<file path="src/rtl/cpsb_pkg.sv">
/*
 * Constants shared by the code-protection security-bit block: APB register
 * offsets, field positions, reset values and the register selector type.
 * Assumes a 32-bit APB with byte addresses and word-aligned registers.
 */
package cpsb_pkg;
   // ****************************************
   // Register offsets (byte addresses)
   // ****************************************
   localparam int unsigned APB_AW       = 8;
   localparam logic [7:0]  OFS_TARGET   = 8'h00;
   localparam logic [7:0]  OFS_DATA     = 8'h04;
   localparam logic [7:0]  OFS_COMMAND  = 8'h08;
   localparam logic [7:0]  OFS_STATUS   = 8'h0C;
   // ****************************************
   // Security register fields
   // ****************************************
   localparam int unsigned LOCK_POS     = 0;
   localparam int unsigned TRR_POS      = 1;
   localparam int unsigned ENC_POS      = 2;
   localparam int unsigned OSC_POS      = 7;
   localparam logic [7:0]  SEC_ERASED   = 8'hFF;
   localparam logic [7:0]  SEC_RST_VAL  = 8'hFF;
   // ****************************************
   // Target register fields
   // ****************************************
   localparam int unsigned BANK_POS     = 16;
   localparam logic        BANK_LOADER  = 1'b1;
   localparam logic [15:0] SEC_LOC_ADDR = 16'hFFFF;
   localparam logic [16:0] TARGET_RST   = 17'h00000;
   // ****************************************
   // Command and status fields
   // ****************************************
   localparam int unsigned CMD_ERASE_POS  = 0;
   localparam int unsigned STAT_PROG_POS  = 0;
   localparam int unsigned STAT_EXTOK_POS = 1;
   localparam int unsigned STAT_TRR_POS   = 2;
   localparam int unsigned STAT_ENC_POS   = 3;
   localparam int unsigned STAT_OSC_POS   = 4;
   localparam logic [7:0]  P0_RST_VAL     = 8'h00;
   // Register selector decoded from the bus address
   typedef enum logic [2:0] {
      CPSB_SEL_NONE,
      CPSB_SEL_TARGET,
      CPSB_SEL_DATA,
      CPSB_SEL_COMMAND,
      CPSB_SEL_STATUS
   } cpsb_sel_t;
endpackage

</file>
<file path="src/rtl/cpsb_sec_if.sv">
/*
 * Carrier between the security-bit core and the port 0 encoder.
 * Assumes both ends run on the same clock.
 */
`timescale 1ns/1ps
interface cpsb_sec_if;
   logic       enc_on;
   logic [7:0] p0_raw;
   logic [7:0] p0_enc;
   modport core (output enc_on, output p0_raw, input p0_enc);
   modport enc  (input enc_on, input p0_raw, output p0_enc);
endinterface

</file>
<file path="src/rtl/cpsb_core.sv">
/*
 * Code-protection security bits of the on-chip program flash: the
 * security register reached over APB in programming mode, the read lock,
 * the table-read restriction, port 0 encoding and oscillator gain control.
 * Assumes prog_mode_i is an asynchronous pin; all other inputs are on
 * sys_clk_i. pready is always high; every answer comes in the first access cycle.
 */
// Contract
// - Security register is reachable only while in flash programming mode.
// - A bit programmed to zero cannot be raised by later programming.
// - Only a full erase returns cleared bits to one; the code also reloads SEC_RST_VAL, 8'hFF, on reset.
// - Security register sits at top address of the loader flash bank.
// - Lock bit zero refuses external access to flash and security register.
// - Restrict bit zero: table reads from external code reach only external memory.
// - Table reads run from internal code reach internal and external memory.
// - Restrict bit one: table reads are not restricted at all.
// - Encryption bit enables encoding of every port 0 output value.
// - Encryption bit is disabled again only by a whole-chip erase; the code also disables it on reset.
// - Bit seven at zero halves the oscillator amplifier gain.
`timescale 1ns/1ps
module cpsb_core
   import cpsb_pkg::*;
#(
   parameter logic [7:0] ENC_KEY = 8'h5A    // Arbitrary scrambling key
) (
   // Clock and reset
   input  wire logic              sys_clk_i,
   input  wire logic              rst_b_i,
   // APB slave
   input  wire logic              psel_i,
   input  wire logic              penable_i,
   input  wire logic              pwrite_i,
   input  wire logic [APB_AW-1:0] paddr_i,
   input  wire logic [31:0]       pwdata_i,
   input  wire logic [3:0]        pstrb_i,
   output      logic [31:0]       prdata_o,
   output      logic              pready_o,
   output      logic              pslverr_o,
   // Programming mode pin
   input  wire logic              prog_mode_i,
   // Table-read request from the core
   input  wire logic              tbl_rd_i,
   input  wire logic              tbl_from_ext_i,
   input  wire logic              tbl_tgt_int_i,
   output      logic              tbl_rd_int_o,
   output      logic              tbl_rd_ext_o,
   // Port 0 bus
   input  wire logic [7:0]        p0_data_i,
   output      logic [7:0]        p0_data_o,
   // Protection outputs
   output      logic              ext_access_ok_o,
   output      logic              osc_gain_half_o
);
   // ****************************************
   // State
   // ****************************************
   typedef struct packed {
      logic        prog_s1;
      logic        prog_s2;
      logic [16:0] target;
      logic [7:0]  sec;
      logic [31:0] rdata;
      logic        err;
   } cpsb_state_t;

   cpsb_state_t st;
   cpsb_state_t next_st;
   cpsb_sec_if  sec_if ();

   logic      setup;
   logic      access;
   logic      prog_mode;
   logic      lock_open;
   logic      at_sec_loc;
   logic      erase_evt;
   logic      prog_evt;
   cpsb_sel_t sel;

   // ****************************************
   // Helpers
   // ****************************************
   function automatic cpsb_sel_t cpsb_decode(input logic [APB_AW-1:0] a);
      case (a)
         OFS_TARGET:  cpsb_decode = CPSB_SEL_TARGET;
         OFS_DATA:    cpsb_decode = CPSB_SEL_DATA;
         OFS_COMMAND: cpsb_decode = CPSB_SEL_COMMAND;
         OFS_STATUS:  cpsb_decode = CPSB_SEL_STATUS;
         default:     cpsb_decode = CPSB_SEL_NONE;
      endcase
   endfunction

   // Expands byte strobes to a bit mask
   function automatic logic [31:0] cpsb_lanes(input logic [3:0] s);
      logic [31:0] m;
      m = 32'h00000000;
      for (int i = 0; i < 4; i++) begin
         m[i*8 +: 8] = {8{s[i]}};
      end
      return m;
   endfunction

   assign sel        = cpsb_decode(paddr_i);
   assign setup      = psel_i & ~penable_i;
   assign access     = psel_i & penable_i;
   assign prog_mode  = st.prog_s2;
   assign lock_open  = st.sec[LOCK_POS];
   assign at_sec_loc = (st.target[BANK_POS] == BANK_LOADER) &&
                       (st.target[15:0] == SEC_LOC_ADDR);
   assign erase_evt  = access & ~st.err & pwrite_i & (sel == CPSB_SEL_COMMAND) &
                       pstrb_i[0] & pwdata_i[CMD_ERASE_POS];
   assign prog_evt   = access & ~st.err & pwrite_i & (sel == CPSB_SEL_DATA) & pstrb_i[0];

   // ****************************************
   // Next state
   // ****************************************
   always_comb begin
      logic [31:0] wmask;
      wmask   = cpsb_lanes(pstrb_i);
      next_st = st;
      next_st.prog_s1 = prog_mode_i;
      next_st.prog_s2 = st.prog_s1;
      // Setup cycle: decide refusal and capture read data
      if (setup) begin
         next_st.rdata = 32'h00000000;
         next_st.err   = 1'b0;
         case (sel)
            CPSB_SEL_TARGET: begin
               next_st.rdata[16:0] = st.target;
            end
            CPSB_SEL_DATA: begin
               if (!prog_mode || !lock_open || !at_sec_loc) begin
                  next_st.err = 1'b1;
               end else if (!pwrite_i) begin
                  next_st.rdata[7:0] = st.sec;
               end
            end
            CPSB_SEL_COMMAND: begin
               next_st.err = ~prog_mode;
            end
            CPSB_SEL_STATUS: begin
               next_st.err = pwrite_i;
               next_st.rdata[STAT_PROG_POS]  = prog_mode;
               next_st.rdata[STAT_EXTOK_POS] = ext_access_ok_o;
               next_st.rdata[STAT_TRR_POS]   = ~st.sec[TRR_POS];
               next_st.rdata[STAT_ENC_POS]   = ~st.sec[ENC_POS];
               next_st.rdata[STAT_OSC_POS]   = ~st.sec[OSC_POS];
            end
            default: begin
               next_st.err = 1'b1;
            end
         endcase
      end
      // Access cycle: writes take effect here
      if (access && pwrite_i && !st.err) begin
         case (sel)
            CPSB_SEL_TARGET: begin
               next_st.target = (st.target & ~wmask[16:0]) | (pwdata_i[16:0] & wmask[16:0]);
            end
            default: begin
            end
         endcase
      end
      // Programming only clears bits; erase sets them all
      if (prog_evt) begin
         next_st.sec = st.sec & pwdata_i[7:0];
      end
      if (erase_evt) begin
         next_st.sec = SEC_ERASED;
      end
   end

   always_ff @(posedge sys_clk_i) begin
      if (!rst_b_i) begin
         st.prog_s1 <= 1'b0;
         st.prog_s2 <= 1'b0;
         st.target  <= TARGET_RST;
         st.sec     <= SEC_RST_VAL;
         st.rdata   <= 32'h00000000;
         st.err     <= 1'b0;
      end else begin
         st <= next_st;
      end
   end

   // ****************************************
   // Bus answer
   // ****************************************
   assign pready_o  = 1'b1;
   assign prdata_o  = st.rdata;
   assign pslverr_o = access & st.err;

   // ****************************************
   // Protection outputs
   // ****************************************
   assign ext_access_ok_o = prog_mode & lock_open;
   assign osc_gain_half_o = ~st.sec[OSC_POS];
   assign tbl_rd_ext_o    = tbl_rd_i & ~tbl_tgt_int_i;
   assign tbl_rd_int_o    = tbl_rd_i & tbl_tgt_int_i &
                            (~tbl_from_ext_i | st.sec[TRR_POS]);

   // ****************************************
   // Port 0 encoding
   // ****************************************
   assign sec_if.enc_on = ~st.sec[ENC_POS];
   assign sec_if.p0_raw = p0_data_i;
   assign p0_data_o     = sec_if.p0_enc;

   cpsb_p0_encoder #(
      .ENC_KEY (ENC_KEY)
   ) u_p0_enc (
      .sys_clk_i (sys_clk_i),
      .rst_b_i   (rst_b_i),
      .sec_if    (sec_if)
   );
endmodule

</file>
<file path="src/rtl/cpsb_p0_encoder.sv">
/*
 * Port 0 output stage: registers the bus value, encoded when enabled.
 * Assumes raw data comes from logic on the same clock.
 */
`timescale 1ns/1ps
module cpsb_p0_encoder
   import cpsb_pkg::*;
#(
   parameter logic [7:0] ENC_KEY = 8'h5A    // Arbitrary scrambling key
) (
   // Clock and reset
   input  wire logic sys_clk_i,
   input  wire logic rst_b_i,
   // Core side
   cpsb_sec_if.enc   sec_if
);
   typedef struct packed {
      logic [7:0] p0;
   } cpsb_enc_state_t;

   cpsb_enc_state_t st;
   cpsb_enc_state_t next_st;

   function automatic logic [7:0] cpsb_encode(input logic [7:0] d);
      logic [7:0] x;
      x = d ^ ENC_KEY;
      return {x[6:0], x[7]};
   endfunction

   // ****************************************
   // Encoding stage
   // ****************************************
   always_comb begin
      next_st = st;
      if (sec_if.enc_on) begin
         next_st.p0 = cpsb_encode(sec_if.p0_raw);
      end else begin
         next_st.p0 = sec_if.p0_raw;
      end
   end

   always_ff @(posedge sys_clk_i) begin
      if (!rst_b_i) begin
         st.p0 <= P0_RST_VAL;
      end else begin
         st <= next_st;
      end
   end

   assign sec_if.p0_enc = st.p0;
endmodule

</file>
<file path="config.mk">
export PLATFORM = sky130hd
export DESIGN_NAME = cpsb_core
export DESIGN_NICKNAME = d
export VERILOG_FILES = /design/src/rtl/cpsb_pkg.sv /design/src/rtl/cpsb_sec_if.sv /design/src/rtl/cpsb_core.sv /design/src/rtl/cpsb_p0_encoder.sv
export SDC_FILE = /design/constraint.sdc
export NUM_CORES = 1
export LEC_CHECK = 0
export ABC_AREA = 0
export BUFFER_PORTS_ARGS = -buffer_cell sky130_fd_sc_hd__buf_2
export CAP_MARGIN = 0
export CORE_MARGIN = 2
export CORE_UTILIZATION = 30
export CTS_CLUSTER_DIAMETER = 80
export CTS_CLUSTER_SIZE = 28
export DETAILED_ROUTE_END_ITERATION = 16
export GPL_ROUTABILITY_DRIVEN = 0
export PLACE_DENSITY = 0.58
export SYNTH_ARGS = -nofsm -noshare
export SYNTH_HDL_FRONTEND = slang
export SYNTH_HIERARCHICAL = 1
export SYNTH_SLANG_ARGS = --single-unit
</file>
<file path="constraint.sdc">
create_clock -name sys_clk_i -period 4.25 [get_ports sys_clk_i]
set_clock_uncertainty 0.15 [all_clocks]
set_input_delay 0.85 -clock sys_clk_i [delete_from_list [all_inputs] [get_ports sys_clk_i]]
set_output_delay 0.85 -clock sys_clk_i [all_outputs]
set_load 0.05 [all_outputs]
</file>
After elaboration in Yosys (flattened, before gate mapping). Cells that the tools add are included. W data, S select, Z words.

Register bits: 53. Output and inout port bits: 46. Input port bits: 61. Logic and storage cells: 66.

Muxes and demuxes: 9. Eq/ne operators: 8. Bitwise logic cells: 30. Reductions and logical operators: 12.

Operators by type and width (count): $and A17 B17 Y17 (2); $mux W8 (3); $not A17 Y17 (1); $or A17 B17 Y17 (1); $eq A16 B16 Y1 const B (1); $eq A8 B4 Y1 const B (2); $pmux W5 S3 (1); $and A1 B1 Y1 (14); $pmux W3 S4 (1); $mux W9 (1); $not A1 Y1 (9); $and A8 B8 Y8 (1); $eq A8 B3 Y1 const B (1); $logic_not A8 Y1 (1); $eq A3 B2 Y1 const B (2); $pmux W3 S2 (1); $logic_not A1 Y1 (4); $not A4 Y4 (1); $pmux W1 S4 (1); $eq A3 B1 Y1 const B (1); $eq A3 B3 Y1 const B (1); $logic_and A1 B1 Y1 (3); $logic_or A1 B1 Y1 (2); $reduce_and A2 Y1 (1); other kinds (3) (3).

Logic depth before layout (Yosys ltp).
Depth in word-level cells: 7. Depth in mapped cells: 6.

Modules after synthesis. The synthesis kept the hierarchy.

Modules (own cells, without submodules): cpsb_core (area each 2272.2 µm², seq. area each 900.9 µm², instances 1, cells an instance 267); cpsb_p0_encoder (area each 310.3 µm², seq. area each 160.2 µm², instances 1, cells an instance 27).

Worst setup path after synthesis. OpenSTA, ideal clock, no wires.

Kind: input -> output. From: input tbl_tgt_int_i. To: output tbl_rd_int_o. Buffers on the path: 0. Path slack: 1.601 ns. Arrival time: 1.649 ns. Cell stages on the path: 2. Cells stage by stage: nand2_1 > a21oi_1.

Word-level cells in the longest chain between the ends: 2.

RTL lines: start: declaration (RTL line cpsb_core.sv:44) `input wire logic tbl_tgt_int_i,`; $and A1 B1 Y1 (2 in series) (RTL line cpsb_core.sv:198) `assign tbl_rd_int_o = tbl_rd_i & tbl_tgt_int_i &`; end: declaration (RTL line cpsb_core.sv:45) `output logic tbl_rd_int_o,`.

Every way passes these cells.

Worst setup path in the final report.
From: input penable_i. To: output pslverr_o.

Word-level cells in the longest chain between the ends: 2.

RTL lines: start: declaration (RTL line cpsb_core.sv:31) `input wire logic penable_i,`; $and A1 B1 Y1 (RTL line cpsb_core.sv:104) `assign access = psel_i & penable_i;`; $and A1 B1 Y1 (RTL line cpsb_core.sv:190) `assign pslverr_o = access & st.err;`; end: declaration (RTL line cpsb_core.sv:38) `output logic pslverr_o,`.

Every way passes these cells.

==> results_dict.tcl <==
set metrics [dict create \
    grt_pass1_wl_um 10100 \
    synth_warnings 6 \
    grt_pass1_vias 2118 \
    critPathCaptureType "primary output" \
    grt_start_max_net_pins 32 \
    power.leakage_nw 1.25 \
    cts_tree "yes" \
    clockBufferDepth 2 \
    finalSetupTns_ps 0 \
    hold_path.class "flip-flop to flip-flop" \
    yosysSeqAreaShare 0.411 \
    wirelength_um 6190 \
    worstSkewPairLatency_ps 310 \
    cts_root_buf "clkbuf_8" \
    drt_iter0_markers 99 \
    maxSlewViolCount 0 \
    synth-main-ff-cell "dfxtp_1" \
    ys_seq_elements 53 \
    core_um2 8300 \
    diodes 0 \
    hold_viol 0 \
    post_synth_instance_area_um2 2580 \
    cp-endpoint "pslverr_o" \
    crit_path_start_kind "input pin" \
    synth.avg_cell_area_um2 8.78 \
    fmax_ghz 0.419 \
    synth_cell_types 39 \
    io_pins 107 \
    startpoint "penable_i" \
    die_y_um 96.8 \
    async_flop_share 0 \
    die_w_um 96.8 \
    rsz0062_at_grt "no" \
    utilization 0.352 \
    antenna_found_initial 0 \
    drive_gt1_frac 0.258 \
    drt_drc_violations_left 0 \
    clkSinkCount 53 \
    setup_viol 0 \
    post_cts_resize_count 0 \
    max_slew_margin 0.459 \
    r2r_start "st[0]" \
    crit_path_max_fanout 4 \
    cp.required_ps 3250 \
    p_total_mw 0.909 \
    crit_type "input pin to primary output" \
    htreeDepth 2 \
    grtUsageTotal 0.132 \
    tightest_slew_ps 811 \
    dpl.cell_count 442 \
    die_area_um2 9370 \
    peakVddDrop_mv 0.110 \
    grt-ovfl-total 0 \
    via_per_inst 4.70 \
    synth-edff-count 0 \
    reg2reg_depth 4 \
    numCtsBuffers 5 \
    vias 2114 \
    ff2ff_setup_slack_ps 2440 \
    status "completed" \
    cap_violations 0 \
    port_buffers 74 \
    min_period_ps 2380 \
    arrival_ps 1380 \
    cts_hold_repair.buffers 0 \
    antenna_left 0 \
    netlist_instances 294 \
    drt_pass1_iterations 4 \
    dp_hpwl_um 4790 \
    area_delta_synth_final_pct 13.0 \
    powerDensity_nw_per_um2 311 \
    cts_setup_buffers 0 \
    finalCritPeriodShare 0.561 \
    regArea_um2 1060 \
    path_clk_slew_ps 90 \
    fin_nets 405 \
    wl_per_cell_um 13.7 \
    instances_no_fill 450 \
    fillers 879 \
    num_rows 33 \
    multi_input_area_um2 1250 \
    initial_utilization 0.311 \
]
cells in the mapped netlist (3+ instances only):
| library cell | instances | share of area |
|---|---|---|
| a21oi_1 | 9 | 0.017 |
| a22oi_1 | 9 | 0.026 |
| and2_1 | 7 | 0.017 |
| buf_4 | 34 | 0.099 |
| clkbuf_1 | 9 | 0.013 |
| dfxtp_1 | 53 | 0.41 |
| inv_1 | 5 | 0.0073 |
| mux2i_1 | 12 | 0.047 |
| nand2_1 | 34 | 0.049 |
| nand2b_1 | 3 | 0.0073 |
| nand3_1 | 11 | 0.021 |
| nand4_1 | 16 | 0.039 |
| nor2_1 | 4 | 0.0058 |
| nor2b_1 | 23 | 0.056 |
| nor3_1 | 3 | 0.0058 |
| nor4_4 | 3 | 0.025 |
| o21ai_0 | 26 | 0.050 |
| o2bb2ai_1 | 8 | 0.027 |
worst min path at each step:
stage / from / to / slack [ps] / depth (start not counted)
after floorplan: next_st[58] / prog_mode / 260 / 1
after global placement: next_st[58] / prog_mode / 270 / 1
after detailed placement: next_st[58] / prog_mode / 280 / 1
after CTS: next_st[58] / prog_mode / 300 / 1
after global routing: next_st[58] / prog_mode / 320 / 1
final: next_st[58] / prog_mode / 300 / 1
metrics by stage:
step,hold WS (ps),worst slack [ps],cell area [um^2]
after floorplan,262,1600,2640
after global placement,271,1650,2840
after detailed placement,275,1580,2840
after CTS,298,1840,2920
after global routing,320,1730,2920
final,298,1870,2920
worst max-delay path, cell delays in order:
cell and delay [ps]:
buf_2 100, and3_1 170, buf_2 260
power by group:
group / total, mW / internal [mW] / switching [mW]
logic: 0.122 / 0.0318 / 0.0900
clock network: 0.283 / 0.117 / 0.166
registers: 0.504 / 0.502 / 0.00180
placed cells by master, fill, tap and decap left out, types with 2 or more instances in the layout:
cell and instances:
a21oi_1 9, a22oi_1 9, and2_1 7, and3_1 2, buf_2 74, clkbuf_1 2, clkbuf_8 5, conb_1 16
dfxtp_1 53, inv_1 5, mux2i_1 12, nand2_1 34, nand2b_1 3, nand3_1 11, nand4_1 16, nor2_1 4
nor2b_1 23, nor3_1 3, nor4_4 3, o211a_1 2, o21ai_0 26, o2bb2ai_1 8, or2b_1 2
area by class of cell:
class | count | share of cell area
clock buffer | 7 | 0.0261
multi-input combinational | 204 | 0.427
clock inverter | 1 | 0.00257
inverter | 5 | 0.00643
tap | 105 | 0.0450
timing repair buffer | 75 | 0.129
sequential | 53 | 0.363
per-layer routing:
metal  global-route usage  vias to the layer above  share of wire  wire length, um
met2                0.209                       59           0.45             2800
met4               0.0433                        0          0.011               67
li1                     -                     1082              -                -
met1                0.177                      968           0.49             3020
met5                    0                        -              0                0
met3               0.0311                        5          0.048              297
cell families (layout without fill, tap and decap cells):
logic type,count (synthesis),count (layout),synth area share
flip-flops,53,53,0.411
AO/OA/AOI/OAI,61,61,0.152
other,2,16,0.00291
multiplexers,12,12,0.0465
AND/OR/NAND/NOR,115,115,0.261
buffers and inverters,51,88,0.127
Power figures use the tool's default switching activity.
